<file path="config.mk">
export PLATFORM = sky130hd
export DESIGN_NAME = rmsw_top
export DESIGN_NICKNAME = d
export VERILOG_FILES = /design/src/rmsw_pkg.sv /design/src/rmsw_sync_if.sv /design/src/rmsw_sync.sv /design/src/rmsw_top.sv
export SDC_FILE = /design/constraint.sdc
export NUM_CORES = 1
export LEC_CHECK = 0
export ABC_AREA = 1
export BUFFER_PORTS_ARGS = -buffer_cell sky130_fd_sc_hd__buf_2
export CAP_MARGIN = 20
export CORE_UTILIZATION = 53
export DETAILED_ROUTE_END_ITERATION = 10
export PLACE_DENSITY = 0.79
export SLEW_MARGIN = 20
export SYNTH_ARGS = -nofsm -noshare
export SYNTH_HDL_FRONTEND = slang
export SYNTH_SLANG_ARGS = --single-unit
</file>
<file path="constraint.sdc">
create_clock -name core_clk -period 2 [get_ports core_clk]
set_clock_uncertainty 0.1 [all_clocks]
set_input_delay 0 -clock core_clk [delete_from_list [all_inputs] [get_ports core_clk]]
set_output_delay 0 -clock core_clk [all_outputs]
set_load 0.005 [all_outputs]
</file>
<file path="src/rmsw_pkg.sv">
/*
 * Package for the reset, mode select and wait block.
 * It holds the timing counts, the status code, the state encoding and the state record.
 * Every count is in processor clocks. One processor clock is two core_clk cycles.
 */
package rmsw_pkg;

    // Processor clocks from the synchronised release to each event, and the wait resample period
    localparam logic [2:0] RMSW_RESET_OUT_CLKS = 3'h2; // reset_out falls
    localparam logic [2:0] RMSW_MODE_CLKS      = 3'h4; // second test/busy sample
    localparam logic [2:0] RMSW_FETCH_CLKS     = 3'h7; // first fetch
    localparam logic [2:0] RMSW_RESAMPLE_CLKS  = 3'h5; // wait gate resample period
    localparam logic [2:0] RMSW_CNT_ZERO       = 3'h0;
    localparam logic [2:0] RMSW_CNT_ONE        = 3'h1;

    // Inactive bus status code driven for one clock on reset entry
    localparam logic [2:0] RMSW_STAT_IDLE      = 3'h7;

    typedef enum logic [4:0] {
        RMSW_ST_RESET   = 5'h01,
        RMSW_ST_RELEASE = 5'h02,
        RMSW_ST_RUN     = 5'h04,
        RMSW_ST_WAIT    = 5'h08,
        RMSW_ST_FPBUSY  = 5'h10
    } rmsw_state_t;

    typedef struct packed {
        logic        clk_div;      // Processor clock phase, drives sys_clock_out
        rmsw_state_t state;
        logic [2:0]  cnt;          // Clock counter for release and wait resampling
        logic        first_sample; // Test/busy seen at the release edge
        logic        enhanced;     // Latched operating mode
        logic        reset_out;
        logic        status_oe;
        logic        fetch_start;
        logic        int_service;
        logic        fp_issue;
    } rmsw_regs_t;

    localparam rmsw_regs_t RMSW_REGS_RESET = '{
        clk_div:      1'b0,
        state:        RMSW_ST_RESET,
        cnt:          3'h0,
        first_sample: 1'b0,
        enhanced:     1'b0,
        reset_out:    1'b1,
        status_oe:    1'b1,
        fetch_start:  1'b0,
        int_service:  1'b0,
        fp_issue:     1'b0
    };

endpackage

</file>
<file path="src/rmsw_sync_if.sv">
/*
 * Carrier for the init input between the top module and its synchroniser.
 * Assumes the raw side may change at any time relative to core_clk.
 */
`timescale 1ns/10ps
interface rmsw_sync_if;
    logic init_raw_n;
    logic init_sync_n;

    modport sync (input init_raw_n, output init_sync_n);
    modport user (output init_raw_n, input init_sync_n);
endinterface

</file>
<file path="src/rmsw_sync.sv">
/*
 * Two-flop synchroniser for the asynchronous init input.
 * Assumes core_clk and rst_n as in the top module; resets to the asserted level.
 */
`timescale 1ns/10ps
module rmsw_sync (
    input  wire logic core_clk,
    input  wire logic rst_n,
    rmsw_sync_if.sync sif
);

    typedef struct packed {
        logic meta;
        logic stable;
    } rmsw_sync_regs_t;

    rmsw_sync_regs_t r_q;
    rmsw_sync_regs_t r_d;

    // Only the second flop is read outside; the first may be metastable
    always_comb begin
        r_d.meta   = sif.init_raw_n;
        r_d.stable = r_q.meta;
    end

    always_ff @(posedge core_clk or negedge rst_n) begin
        if (!rst_n) begin
            r_q <= '0;
        end else begin
            r_q <= r_d;
        end
    end

    assign sif.init_sync_n = r_q.stable;

endmodule

</file>
<file path="src/rmsw_top.sv">
/*
 * Reset entry and exit sequencer with operating mode select and the wait/busy gate.
 * core_clk is the oscillator; the processor clock is core_clk divided by two.
 * The execution unit outside raises wait_exec for one cycle when a wait
 * instruction begins and holds fp_cmd_req until fp_cmd_issue answers.
 */
`timescale 1ns/10ps

// How it works
// - Init low aborts everything, clears state, stays dormant until init high.
// - Init input is asynchronous and passes a two-flop synchroniser first.
// - First instruction fetch starts seven clocks after init returns high.
// - On reset entry status lines go inactive one clock, then float.
// - Enhanced mode needs test/busy high at release and low four clocks later.
// - Any other pair of test/busy samples gives compatible mode.
// - Compatible mode: wait instruction with gate high suspends execution.
// - While suspended, gate is resampled every five clocks; low resumes.
// - With interrupts enabled, pending interrupts are serviced during the wait.
// - System clock output has 50% duty; pin timing refers to it.
// - System clock output is the oscillator divided by two.
// - Reset output is high in reset and falls two clocks after release.
// - Reset output wired to test/busy selects enhanced mode.
module rmsw_top (
    input  wire logic       core_clk,
    input  wire logic       rst_n,
    input  wire logic       external_init_in_n,
    input  wire logic       test_busy_in,
    input  wire logic       wait_exec,
    input  wire logic       fp_cmd_req,
    input  wire logic       int_enabled,
    input  wire logic       int_pending,
    output logic            sys_clock_out,
    output logic            reset_out,
    output logic [2:0]      status_out,
    output logic            status_oe,
    output logic            fetch_start,
    output logic            executing,
    output logic            exec_suspended,
    output logic            int_service,
    output logic            fp_cmd_issue,
    output logic            enhanced_mode
);

    rmsw_pkg::rmsw_regs_t r_q;
    rmsw_pkg::rmsw_regs_t r_d;
    logic                 clk_en;
    logic                 init_n;
    logic                 cnt_last;

    rmsw_sync_if sif ();

    assign sif.init_raw_n = external_init_in_n;

    rmsw_sync u_sync (
        .core_clk (core_clk),
        .rst_n    (rst_n),
        .sif      (sif)
    );

    assign init_n = sif.init_sync_n;

    // One processor clock per two core_clk cycles, on the rising half
    assign clk_en = ~r_q.clk_div;

    // Resample point inside the wait loop
    assign cnt_last = (r_q.cnt == (rmsw_pkg::RMSW_RESAMPLE_CLKS - rmsw_pkg::RMSW_CNT_ONE));

    always_comb begin
        r_d             = r_q;
        r_d.fetch_start = 1'b0;
        r_d.int_service = 1'b0;
        r_d.fp_issue    = 1'b0;
        r_d.clk_div     = ~r_q.clk_div;

        if (!init_n) begin
            r_d.state        = rmsw_pkg::RMSW_ST_RESET;
            r_d.cnt          = rmsw_pkg::RMSW_CNT_ZERO;
            r_d.reset_out    = 1'b1;
            r_d.first_sample = 1'b0;
            if (r_q.state != rmsw_pkg::RMSW_ST_RESET) begin
                r_d.status_oe = 1'b1;
            end else if (clk_en) begin
                r_d.status_oe = 1'b0;
            end
        end else if (clk_en) begin
            case (r_q.state)
                rmsw_pkg::RMSW_ST_RESET: begin
                    r_d.first_sample = test_busy_in;
                    r_d.status_oe    = 1'b0;
                    r_d.cnt          = rmsw_pkg::RMSW_CNT_ONE;
                    r_d.state        = rmsw_pkg::RMSW_ST_RELEASE;
                end
                rmsw_pkg::RMSW_ST_RELEASE: begin
                    r_d.cnt = 3'(r_q.cnt + rmsw_pkg::RMSW_CNT_ONE);
                    if (r_q.cnt == rmsw_pkg::RMSW_RESET_OUT_CLKS) begin
                        r_d.reset_out = 1'b0;
                    end
                    if (r_q.cnt == rmsw_pkg::RMSW_MODE_CLKS) begin
                        r_d.enhanced = r_q.first_sample & ~test_busy_in;
                    end
                    if (r_q.cnt == rmsw_pkg::RMSW_FETCH_CLKS) begin
                        r_d.fetch_start = 1'b1;
                        r_d.status_oe   = 1'b1;
                        r_d.cnt         = rmsw_pkg::RMSW_CNT_ZERO;
                        r_d.state       = rmsw_pkg::RMSW_ST_RUN;
                    end
                end
                rmsw_pkg::RMSW_ST_RUN: begin
                    if (!r_q.enhanced && wait_exec && test_busy_in) begin
                        r_d.cnt   = rmsw_pkg::RMSW_CNT_ZERO;
                        r_d.state = rmsw_pkg::RMSW_ST_WAIT;
                    end else if (r_q.enhanced && fp_cmd_req) begin
                        if (test_busy_in) begin
                            r_d.state = rmsw_pkg::RMSW_ST_FPBUSY;
                        end else begin
                            r_d.fp_issue = 1'b1;
                        end
                    end
                end
                rmsw_pkg::RMSW_ST_WAIT: begin
                    r_d.int_service = int_enabled & int_pending;
                    if (cnt_last) begin
                        r_d.cnt = rmsw_pkg::RMSW_CNT_ZERO;
                        if (!test_busy_in) begin
                            r_d.state = rmsw_pkg::RMSW_ST_RUN;
                        end
                    end else begin
                        r_d.cnt = 3'(r_q.cnt + rmsw_pkg::RMSW_CNT_ONE);
                    end
                end
                rmsw_pkg::RMSW_ST_FPBUSY: begin
                    if (!test_busy_in) begin
                        r_d.fp_issue = 1'b1;
                        r_d.state    = rmsw_pkg::RMSW_ST_RUN;
                    end
                end
                default: begin
                    r_d.state = rmsw_pkg::RMSW_ST_RESET;
                end
            endcase
        end
        // mode only changes in release phase above
    end

    // Whole block state in one register
    always_ff @(posedge core_clk or negedge rst_n) begin
        if (!rst_n) begin
            r_q <= rmsw_pkg::RMSW_REGS_RESET;
        end else begin
            r_q <= r_d;
        end
    end

    // Outputs from flops, executing and exec_suspended decoded from state; status value is fixed, only the enable moves
    assign sys_clock_out  = r_q.clk_div;
    assign reset_out      = r_q.reset_out;
    assign status_out     = rmsw_pkg::RMSW_STAT_IDLE;
    assign status_oe      = r_q.status_oe;
    assign fetch_start    = r_q.fetch_start;
    assign int_service    = r_q.int_service;
    assign fp_cmd_issue   = r_q.fp_issue;
    assign enhanced_mode  = r_q.enhanced;
    assign executing      = (r_q.state == rmsw_pkg::RMSW_ST_RUN);
    assign exec_suspended = (r_q.state == rmsw_pkg::RMSW_ST_WAIT)
                          | (r_q.state == rmsw_pkg::RMSW_ST_FPBUSY);

endmodule

</file>
After elaboration in Yosys (flattened, before gate mapping)
Cells that the tools add are included.
{"block": "classes", "n_addsub": 1, "bitwise_logic": 5, "eq_ne": 21, "mux": 28, "n_reduce_logical": 10}
{"op": "5-bit two-way mux", "count": 5}
{"op": "5-bit one-hot mux with 5 select lines", "count": 1}
{"op": "15-bit two-way mux", "count": 1}
{"op": "3-bit inequality test, second input constant", "count": 4}
{"op": "3-bit one-hot mux with 4 select lines", "count": 1}
{"op": "1-bit two-way mux", "count": 10}
{"op": "3-bit two-way mux", "count": 3}
{"op": "9-bit two-way mux", "count": 1}
{"op": "8-bit two-way mux", "count": 1}
{"op": "2-bit inequality test, second input constant", "count": 4}
{"op": "4-bit inequality test, second input constant", "count": 2}
{"op": "4-bit AND reduction", "count": 2}
{"op": "3-bit equality test, second input constant", "count": 2}
{"op": "2-bit two-way mux", "count": 3}
{"op": "3-bit AND reduction", "count": 2}
{"op": "5-bit by 1-bit equality test with 1-bit output, second input constant", "count": 1}
{"op": "5-bit by 2-bit equality test with 1-bit output, second input constant", "count": 1}
{"op": "5-bit by 3-bit equality test with 1-bit output, second input constant", "count": 1}
{"op": "5-bit by 4-bit equality test with 1-bit output, second input constant", "count": 1}
{"op": "5-bit equality test, second input constant", "count": 1}
{"op": "5-bit by 1-bit inequality test with 1-bit output, second input constant", "count": 1}
{"op": "5-bit inequality test, second input constant", "count": 1}
{"op": "5-bit AND reduction", "count": 1}
{"op": "1-bit one-hot mux with 2 select lines", "count": 2}
{"op": "other kinds (9)", "count": 13}
{"block": "word_totals", "input_bits": 8, "ff_bits": 18}

Logic depth before layout (Yosys ltp)
Gate-level depths: netlist of run 1.
{"block": "logic_depth", "depth_word": 7, "ltp_mapped": 10, "mapped_depth_nobuf": 10}

Hierarchy
Synthesis of run 1 repeated with hierarchy kept, for this count alone.
{"block": "unflattened", "hier_cells": 143, "hier_area_um2": 1077.3}
{"module": "rmsw_top", "cells_each": 141, "area_per_inst_um2": 1027.2, "instances": 1, "seq_area_each_um2": 404.1}
{"module": "rmsw_sync", "cells_each": 2, "area_per_inst_um2": 50.0, "instances": 1, "seq_area_each_um2": 50.0}

Least setup slack after synthesis of run 1
OpenSTA, ideal clock, no wires.
{"block": "synth_timing", "path_type": "reg-to-reg", "startpoint": "register r_q[8] in the netlist's numbering", "endpoint": "register r_q[11] in the netlist's numbering", "period_less_slack_ns": 1.384, "path_stages_with_launch": 10, "required_ns": 1.782, "arrival_time_ns": 1.166, "setup_time_ns": 0.118, "path_slack_ns": 0.616, "path_buffers": 0, "path_cell_list": "dfrtp_1 -> ha_1 -> ha_1 -> inv_1 -> nand3_1 -> nand2_1 -> nor2_2 -> nand2_4 -> nand2_1 -> nand2_1"}
{"block": "synth_via", "elab_chain_cells": 3, "elab_cells_between_ends": 5}
{"element": "from (decl)", "line_no": "rmsw_top.sv:44", "rtl": "rmsw_pkg::rmsw_regs_t r_q;"}
{"element": "from (signal assigned)", "line_no": "rmsw_top.sv:148", "rtl": "r_q <= rmsw_pkg::RMSW_REGS_RESET;"}
{"element": "from (signal assigned)", "line_no": "rmsw_top.sv:150", "rtl": "r_q <= r_d;"}
{"element": "3-bit equality test (on tied branches)", "line_no": "rmsw_top.sv:101, rmsw_top.sv:66"}
{"element": "3-bit inequality test (no source line)"}
{"element": "5-bit AND reduction (no source line) (*)"}
Every way passes the cells marked *; elsewhere a longest branch is shown, timed or not.
A chain may end at the register's enable or synchronous reset.

==> metrics.md, run 1 <==
| Metric | Value |
|---|---|
| Global route total overflow | `0` |
| Die width | `46.4 um` |
| Max FO, Critical Path | `12` |
| Via count | `1001` |
| Layout cells sized above 1 | `25.6%` |
| DIE AREA | `2150 um2` |
| Fmax | `about 530 MHz` |
| Initial drt markers | `38` |
| Root Buffer | `clkbuf_4` |
| Height of the die | `46.4 um` |
| Power per cell area | `553 nW/um2` |
| Reg clk slew, reported paths | `0.10 ns` |
| Remaining DRCs | `0` |
| CTS tree | `done` |
| Vias in the first global route | `869` |
| Post-synth EDFFs | `0` |
| Pleak | `roughly 0.00065 uW` |
| P&R area growth vs syn | `20.5%` |
| TNS Setup | `0 ns` |
| Worst min-delay path class | `primary input to asynchronous set/reset pin` |
| Max FFs per register | `9` |
| CP Capture Type | `flop` |
| Pre-antenna DRT Iters | `4` |
| Final Non-Filler Cells | `185` |
| First-pass GRT wire length | `3560 um` |
| CP arrival | `2.01 ns` |
| Final WL | `around 2300 um` |
| Post-Synth XOR/XNOR Area | `0%` |
| Critical path startpoint | `u_sync.sif.init_sync_n$_DFF_PN0_` |
| Hold Slack | `0.0560 ns` |
| Gr usage total | `23.4%` |
| H-Tree Level Count | `1` |
| CTS Buffer Depth | `2` |
| Compound-Gate Fraction of Synth Area | `4.43%` |
| Fillers | `147` |
| Synth cell types | `24` |
| Initial antenna violation count | `0` |
| Vias/cell | `5.41` |
| Ys flop type | `dfrtp_1` |
| Syn Std Cell Area | `about 1000 um2` |
| R2R Path Start | `u_sync.sif.init_sync_n$_DFF_PN0_` |
| RePlAce Congestion | `0.932` |
| Synth warnings | `0` |
| Area of placed instances | `roughly 1100 um2` |
| Slew Limit Fails | `0` |
| Synth Register Bits | `18` |
| Initial Utilization | `58.6%` |
| Max VDD drop | `around 410 uV` |
| Mapped Cells | `roughly 130` |
| Largest net degree at the start of global routing | `19` |
| Dpl cells | `173` |
| Total CTS buffers | `3` |
| Period utilization | `93.9%` |
| CP Cell Sequence | `inv_2, nor2_2, nand3_1, dlygate4sd3_1, nor2_1` |
| Worst path slowest cell | `dfrtp_1` |
| Post-synth ARST share | `100%` |
| Post-synthesis simple-gate area fraction | `38.6%` |
| Critical path class | `flop to flop` |
| Total of max-cap violations | `0` |
| Non-Filler Cell Area, Final | `1260 um2` |
| Placed wire-length estimate | `1610 um` |
| Reg with most FFs | `r_q` |
| RSZ-0062 raised after global routing | `false` |
| Routed Antenna Nets | `0` |
| Diodes inserted | `0` |
| Number of hold violations in the final report | `0` |
| Clock sink count | `18` |
| I/O pins | `20` |
| Synth Area per Inst | `7.80 um2` |
| Mux contribution to synthesized area | `0%` |
| Buffers on Ports | `16` |
| Largest family of logic cells by synthesized area | `simple AND/OR/NAND/NOR gates` |
| Outcome | `completed` |
| Clk Latency, worst-skew pair | `about 0.29 ns` |
| Largest stage delay, worst path | `0.57 ns` |
| Adder-cell share of the synthesized area | `4.79%` |
| Register area | `455 um2` |
| Overall power | `696 uW` |
| # nets final | `about 170` |
| Number of cell rows | `15` |
| Core box area | `1780 um2` |
| Req. time, crit path | `2.13 ns` |
| CP startpoint kind | `flop` |
| Routed len/inst | `12.2 um` |
| Seq/Total Area, Yosys | `43.5%` |
| Final Setup Violations | `0` |
| Multi-input logic area | `520 um2` |
| Min Clock Period, post-route | `between 1.5 and 2 ns` |
==> cells by family (layout without fill, tap and decap cells) <==
group | Yosys count | in the layout
simple gates | 84 | 84
buf+inv | 20 | 44
flops | 18 | 18
compound gates | 7 | 7
fa+ha+maj | 4 | 4
other cells | 1 | 3
==> placed cells by master, fill, tap and decap left out, types with 3 or more instances in the layout <==
| cell | netlist | routed |
|---|---|---|
| ha_1 | 4 | 4 |
| inv_2 | 3 | 3 |
| nand3_1 | 21 | 21 |
| inv_1 | 12 | 12 |
| nand4_1 | 8 | 8 |
| dfrtp_1 | 15 | 14 |
| nand2_1 | 36 | 36 |
| conb_1 | 1 | 3 |
| dlygate4sd3_1 | 0 | 6 |
| buf_2 | 1 | 16 |
| nor2_1 | 8 | 8 |
| dfstp_2 | 3 | 3 |
| nor2_2 | 6 | 4 |
| clkbuf_4 | 0 | 3 |
==> area by class of cell <==
cell class	instances	area share, %
Multi-Input combinational cell	98	41.4
Sequential cell	18	36.2
Timing Repair Buffer	24	12.3
Inverter	16	4.77
Clock buffer	4	2.88
Tap cell	25	2.49
==> critical path, delay by kind of cell (launching register included) <==
| family | cells | cell delay [ns] |
|---|---|---|
| buffers and inverters | 2 | 0.66 |
| and+or+nand+nor | 3 | 0.48 |
| DFF | 1 | 0.57 |
==> final timing paths <==
kind	end	slack, ns	depth (start not counted)
worst max-delay path	int_service$_DFF_PN0_	0.12	5
worst min-delay path	r_q[11]$_DFFE_PN0P_	0.06	2
worst max register to register	int_service$_DFF_PN0_	0.12	5
worst min register to register	u_sync.sif.init_sync_n$_DFF_PN0_	0.27	0
max in group asynchronous	reset_out$_DFFE_PN1P_	1.43	2
min in group core_clk	r_q[13]$_DFFE_PN0P_	0.06	5
==> synthesized netlist by cell type (2+ instances only) <==
cell type | number | area, um2
nand2_1 | 36 | 135
nand3_1 | 21 | 105
dfrtp_1 | 15 | 375
inv_1 | 12 | 45.0
nand4_1 | 8 | 50.1
nor2_1 | 8 | 30.0
nor2_2 | 6 | 37.5
ha_1 | 4 | 50.1
buf_4 | 3 | 22.5
dfstp_2 | 3 | 78.8
inv_2 | 3 | 11.3
a21oi_2 | 2 | 17.5
o21ai_0 | 2 | 10.0
==> what timing repair did <==
action / CTS / global route
gates resized for setup: 0 / 4
setup buffers: 0 / 2
endpoints found under the hold margin: 23 / 0
hold buffers: 6 / 0
setup endpoints to repair: 0 / 1
==> through the flow <==
| step | worst slack, ns | util (%) |
|---|---|---|
| finish | 0.122 | 70.6 |
| floorplan | 0.616 | - |
| global route | 0.00424 | 70.6 |
| global placement | 0.459 | 63.7 |
| detailed placement | 0.419 | 63.7 |
| CTS | 0.0859 | 69.1 |
==> per-layer routing <==
metal	global-route usage (%)	share of wire [%]	vias up
met3	2.75	6.2	5
li1	-	-	485
met2	35.6	47	38
met4	12.4	1.8	0
met1	32.4	44	473
met5	0	0	-
==> where the power goes <==
group	switching (uW)	internal (uW)	total [uW]
logic	48.2	30.7	78.8
clock network	110	111	221
registers	15.1	381	396
total	174	522	696
No activity file was read; power rests on OpenSTA's default activity.
==> run 2: changes to the inputs <==
RECOVER_POWER = 25   (was default)
==> run 2 against run 1 <==
Sequential share of layout area is essentially flat. Utilization is 0.070 points lower. Clock power is essentially flat. First-iteration DRC count unchanged. Register-to-register slack about the same. Critical path depth stayed put. Hold slack gained 0.0054 ns. Clock-buffer cell count unchanged. Die area stayed put. Final cell count unchanged. Non-clock buffer count did not move. Largest cell class unchanged.
==> metrics.md, run 2 (synthesis results as in run 1) <==
| Metric | Value |
|---|---|
| I/O pins | `20 (unchanged)` |
| Hold Slack | `0.0614 ns (was 0.0560 ns)` |
| Buffers on Ports | `16 (unchanged)` |
| Clock sink count | `18 (unchanged)` |
| Relative slew margins | `between 30% and 40%` |
| Fmax | `532 MHz (unchanged)` |
| Worst min-delay path class | `primary input to flop (was primary input to asynchronous set/reset pin)` |
| Final Setup Violations | `0 (unchanged)` |
| RePlAce Congestion | `0.932 (unchanged)` |
| Commonest non-fill, non-tap cell in the layout | `nand2_1 (unchanged)` |
| Critical path class | `flop to flop (unchanged)` |
| Util after Layout | `70.5% (was 70.6%)` |
| Power per cell area | `553 nW/um2 (about the same)` |
| Max FO, Critical Path | `12 (unchanged)` |
| CP startpoint kind | `flop (unchanged)` |
| Period utilization | `93.9% (unchanged)` |
| TNS Setup | `0 ns (unchanged)` |
| RSZ-0062 raised after global routing | `false (unchanged)` |
| Die width | `46.4 um (unchanged)` |
| # nets final | `173 (unchanged)` |
| H-Tree Level Count | `1 (unchanged)` |
| Core box area | `1780 um2 (unchanged)` |
| R2r setup slk | `0.12 ns (about the same)` |
| Reg with most FFs | `r_q (unchanged)` |
| Layout cells sized above 1 | `25.0% (was 25.6%)` |
| Routed Antenna Nets | `0 (unchanged)` |
| Initial Utilization | `58.6% (unchanged)` |
| FF-to-FF End | `int_service$_DFF_PN0_ (unchanged)` |
| Pleak | `0.000650 uW (was 0.000653 uW)` |
| Max VDD drop | `414 uV (about the same)` |
| First-pass GRT wire length | `3560 um (unchanged)` |
| CP Cell Sequence | `inv_2, nor2_2, nand3_1, dlygate4sd3_1, nor2_1 (unchanged)` |
| Root Buffer | `clkbuf_4 (unchanged)` |
| DIE AREA | `2150 um2 (unchanged)` |
| Pre-antenna DRT Iters | `4 (unchanged)` |
| Diodes inserted | `0 (unchanged)` |
| Overall power | `696 uW (about the same)` |
| CP arrival | `2.01 ns (about the same)` |
| Outcome | `completed (unchanged)` |
| CTS Buffer Depth | `2 (unchanged)` |
| Placed wire-length estimate | `1610 um (unchanged)` |
| Number of cell rows | `15 (unchanged)` |
| Slew Limit Fails | `0 (unchanged)` |
| Hold path cells | `5` |
| Dpl cells | `173 (unchanged)` |
| Initial drt markers | `38 (unchanged)` |
| Initial antenna violation count | `0 (unchanged)` |
| Number of hold violations in the final report | `0 (unchanged)` |
| Min Clock Period, post-route | `1.88 ns (unchanged)` |
| Height of the die | `46.4 um (unchanged)` |
| Req. time, crit path | `2.13 ns (about the same)` |
| Remaining DRCs | `0 (unchanged)` |
| Commonest cells after routing, fill and taps aside | `36 x nand2_1, 21 x nand3_1, 15 x buf_2 (was 36 x nand2_1, 21 x nand3_1, 16 x buf_2)` |
| Vias/cell | `5.41 (unchanged)` |
| Worst path slowest cell | `dfrtp_1 (unchanged)` |
| Final Non-Filler Cells | `185 (unchanged)` |
| Worst R2R Path Depth | `5 (unchanged)` |
| Routed len/inst | `12.2 um (about the same)` |
| Reg clk slew, reported paths | `0.10 ns (about the same)` |
| CP Capture Type | `flop (unchanged)` |
| Largest stage delay, worst path | `0.57 ns (about the same)` |
| CTS tree | `done (unchanged)` |
| Hold EP | `r_q[13]$_DFFE_PN0P_` |
| Final WL | `2250 um (about the same)` |
| Worst-margin pin slew | `roughly 0.94 ns` |
| R2R Path Start | `u_sync.sif.init_sync_n$_DFF_PN0_ (unchanged)` |
| Max FFs per register | `9 (unchanged)` |
| Vias in the first global route | `869 (unchanged)` |
| Total CTS buffers | `3 (unchanged)` |
| Largest net degree at the start of global routing | `19 (unchanged)` |
| Gr usage total | `23.4% (unchanged)` |
| Global route total overflow | `0 (unchanged)` |
| Via count | `1001 (unchanged)` |
| P&R area growth vs syn | `20.4% (was 20.5%)` |
| Clk Latency, worst-skew pair | `0.29 ns (about the same)` |
| Total of max-cap violations | `0 (unchanged)` |
| Hold path startpoint | `wait_exec` |
[run 2: changes by cell type in the layout (fill, tap and decap cells not counted), sizes merged]
cell / before / now
buf: 18 / 17
clkbuf: 4 / 5
[run 2: worst max-delay path by stage]
stage	slack, ns	start	endpoint	cells after the start
6_report	0.12	u_sync.sif.init_sync_n$_DFF_PN0_	int_service$_DFF_PN0_	5
5_1_grt	0.004	r_q[13]$_DFFE_PN0P_	fp_cmd_issue$_DFF_PN0_	8
4_1_cts	0.09	r_q[13]$_DFFE_PN0P_	fp_cmd_issue$_DFF_PN0_	8
3_5_place_dp	0.42	u_sync.sif.init_sync_n$_DFF_PN0_	r_q[11]$_DFFE_PN0P_	8
3_3_place_gp	0.46	u_sync.sif.init_sync_n$_DFF_PN0_	r_q[11]$_DFFE_PN0P_	8
2_1_floorplan	0.62	r_q[8]$_DFFE_PN0P_	r_q[11]$_DFFE_PN0P_	9
[run 2: final cells by class]
cell class / instances / area (um2)
fillers: 146 / 526
multi-input cells: 98 / 520
flip-flops and latches: 18 / 455
repair buffers: 24 / 154
inverters: 16 / 60.1
clock buffers: 4 / 36.3
well taps: 25 / 31.3
[run 2: routing by layer]
layer,routed length [um],vias up,track usage [%]
met4,40,0,12.4
met2,1070,38,35.6
met1,999,473,32.4
met3,139,5,2.75
li1,-,485,-
met5,0,-,0
[run 2: timing repair]
action,4_1_cts,5_1_grt
hold buffers,6,0
buffers inserted,0,2
endpoints found under the hold margin,23,0
endpoints found under the setup margin,0,1
gates resized for setup,0,4
[run 2: report_power, final]
group	switching (uW)	internal (uW)	total (uW)
sequential	15.1	381	396
clock	110	111	221
combinational	48.2	30.4	78.6
[run 2: through the flow]
stage	instance area (um2)	setup WS, ns
after global placement	1140	0.459
after floorplan	1050	0.616
after CTS	1230	0.0859
after global routing	1260	0.00424
after detailed placement	1140	0.419
final	1260	0.122
[run 2: worst max-delay path: cells and delay by family (launching register included)]
kind                   cells  cell delay [ns]
and+or+nand+nor            3             0.48
DFF                        1             0.57
buffers and inverters      2             0.66
==> run 3: changes to the inputs <==
RECOVER_POWER = 100   (was 25)
SETUP_SLACK_MARGIN = 0.02   (was default)
==> run 3 against run 2 <==
First-iteration DRC count grew 7.9%. Critical path depth grew 2. Hold slack lost 0.0042 ns. Fmax grew 2.2%. Non-clock buffer count is the same. Sequential power is essentially flat. Largest cell class unchanged. Largest power group unchanged.
==> metrics.md, run 3 (synthesis results as in run 1) <==
| Metric | Value |
|---|---|
| Initial Utilization | `58.6% (unchanged)` |
| Critical path buffers and inverters | `2 (unchanged)` |
| Outcome | `completed (unchanged)` |
| Number of cell rows | `15 (unchanged)` |
| # nets final | `173 (unchanged)` |
| Vias in the first global route | `869 (unchanged)` |
| Routed Antenna Nets | `0 (unchanged)` |
| Critical path class | `flop to flop (unchanged)` |
| TNS Setup | `0 ns (unchanged)` |
| Total of max-cap violations | `0 (unchanged)` |
| Placed wire-length estimate | `1610 um (unchanged)` |
| Critical path startpoint | `r_q[13]$_DFFE_PN0P_ (was u_sync.sif.init_sync_n$_DFF_PN0_)` |
| Reg clk slew, reported paths | `0.10 ns (about the same)` |
| Max VDD drop | `412 uV (was 414 uV)` |
| CP arrival | `1.98 ns (was 2.01 ns)` |
| Routed len/inst | `12.3 um (was 12.2 um)` |
| Setup slack after layout | `0.162 ns (was 0.122 ns)` |
| Worst min-delay path class | `primary input to flop (unchanged)` |
| Total CTS buffers | `3 (unchanged)` |
| Delay-heaviest family, CP | `buffers and inverters (unchanged)` |
| Largest stage delay, worst path | `0.54 ns (was 0.57 ns)` |
| Period utilization | `91.9% (was 93.9%)` |
| Largest net degree at the start of global routing | `19 (unchanged)` |
| Final Setup Violations | `0 (unchanged)` |
| DIE AREA | `2150 um2 (unchanged)` |
| Setup WS pre-CTS | `0.419 ns (unchanged)` |
| Max FFs per register | `9 (unchanged)` |
| Via count | `1005 (was 1001)` |
| Remaining DRCs | `0 (unchanged)` |
| Height of the die | `46.4 um (unchanged)` |
| Worst path slowest cell | `dlygate4sd3_1 (was dfrtp_1)` |
| Final WL | `2280 um (was 2250 um)` |
| Max FO, Critical Path | `4 (was 12)` |
| P&R area growth vs syn | `19.4% (was 20.4%)` |
| Vias/cell | `5.43 (was 5.41)` |
| Number of hold violations in the final report | `0 (unchanged)` |
| Buffers on Ports | `16 (unchanged)` |
| Worst-margin pin slew | `0.948 ns (was 0.942 ns)` |
| Relative slew margins | `36.8% (was 37.2%)` |
| R2R Path Start | `r_q[13]$_DFFE_PN0P_ (was u_sync.sif.init_sync_n$_DFF_PN0_)` |
| Commonest cells after routing, fill and taps aside | `36 x nand2_1, 21 x nand3_1, 14 x buf_2 (was 36 x nand2_1, 21 x nand3_1, 15 x buf_2)` |
| Initial antenna violation count | `0 (unchanged)` |
| Global route total overflow | `0 (unchanged)` |
| Reg with most FFs | `r_q (unchanged)` |
| Initial drt markers | `41 (was 38)` |
| CTS Buffer Depth | `2 (unchanged)` |
| CP Capture Type | `flop (unchanged)` |
| Commonest non-fill, non-tap cell in the layout | `nand2_1 (unchanged)` |
| H-Tree Level Count | `1 (unchanged)` |
| I/O pins | `20 (unchanged)` |
| Die width | `46.4 um (unchanged)` |
| CTS tree | `done (unchanged)` |
| Hold path startpoint | `wait_exec (unchanged)` |
| Clk Latency, worst-skew pair | `0.30 ns (was 0.29 ns)` |
| RePlAce Congestion | `0.932 (unchanged)` |
| Clock sink count | `18 (unchanged)` |
| Layout cells sized above 1 | `21.9% (was 25.0%)` |
| RSZ-0062 raised after global routing | `false (unchanged)` |
| Power per cell area | `557 nW/um2 (was 553 nW/um2)` |
| Pleak | `0.000646 uW (was 0.000650 uW)` |
| Min Clock Period, post-route | `1.84 ns (was 1.88 ns)` |
| Diodes inserted | `0 (unchanged)` |
| Core box area | `1780 um2 (unchanged)` |
| Slew Limit Fails | `0 (unchanged)` |
| CP Cell Sequence | `buf_4, nor2_2, nand3_2, o21ai_1, nand2_1, nor2_1, dlygate4sd3_1 (was inv_2, nor2_2, nand3_1, dlygate4sd3_1, nor2_1)` |
| Fmax | `544 MHz (was 532 MHz)` |
| Req. time, crit path | `2.14 ns (was 2.13 ns)` |
| Root Buffer | `clkbuf_4 (unchanged)` |
| First-pass GRT wire length | `3560 um (unchanged)` |
| Gr usage total | `23.4% (unchanged)` |
| CP startpoint kind | `flop (unchanged)` |
| Pre-antenna DRT Iters | `4 (unchanged)` |
run 3: cell count changes in the layout (fill, tap and decap cells not counted):
| cell | delta |
|---|---|
| dfstp_2 | -2 |
| nor2_2 | -2 |
| nor2_1 | +2 |
| nor3_1 | +1 |
| nor3_2 | -1 |
| buf_2 | -1 |
| clkbuf_1 | +1 |
| dfrtp_2 | +1 |
| dfstp_1 | +2 |
| dfrtp_1 | -1 |
run 3: power by group:
part,internal (uW),leakage [uW],switching [uW]
registers,379,0.000219,15.4
logic,29.8,0.000406,47.6
clock network,111,0.0000210,112
run 3: stage by stage:
stage	instance area [um2]	power [uW]	util, %	std cells	hold slack [ns]
3_5_place_dp	1140	473	63.7	173	-0.151
2_1_floorplan	1050	447	-	136	-0.396
3_3_place_gp	1140	470	63.7	173	-0.157
4_1_cts	1230	701	69.1	183	0.0396
5_1_grt	1250	723	70.0	185	0.107
6_report	1250	695	70.0	185	0.0571
run 3: tightest hold or removal path, delay by kind of cell:
family | cells | cell delay (ns)
buffers and inverters | 1 | 0.10
and+or+nand+nor | 4 | 0.33
run 3: path summary, 6_finish.rpt:
kind,endpoint,slack [ns],depth (start not counted)
setup / recovery,fp_cmd_issue$_DFF_PN0_,0.16,7
hold / removal,r_q[13]$_DFFE_PN0P_,0.06,5
setup reg to reg,fp_cmd_issue$_DFF_PN0_,0.16,7
hold reg to reg,u_sync.sif.init_sync_n$_DFF_PN0_,0.27,0
max in group asynchronous,u_sync.sif.init_sync_n$_DFF_PN0_,0.90,2
min in group asynchronous,r_q[12]$_DFFE_PN0P_,0.26,2
run 3: layout make-up:
cell class                 instances  area (um2)
timing repair buffer              24         153
fill                             145         536
tap                               25        31.3
clock buffer                       4        36.3
sequential                        18         457
multi-input combinational         98         510
inverter                          16        60.1
run 3: layer usage:
layer | global-route usage (%) | vias to the layer above | part of all wire [%]
met3 | 2.75 | 5 | 5.2
met4 | 12.4 | 0 | 1.8
met5 | 0 | - | 0
li1 | - | 487 | -
met2 | 35.6 | 35 | 48
met1 | 32.4 | 478 | 44
run 3: repair_timing:
item,CTS,global route
buffers inserted,0,2
resized for setup,0,7
endpoints found under the setup margin,0,2
hold buffers,6,0
endpoints found under the hold margin,23,0
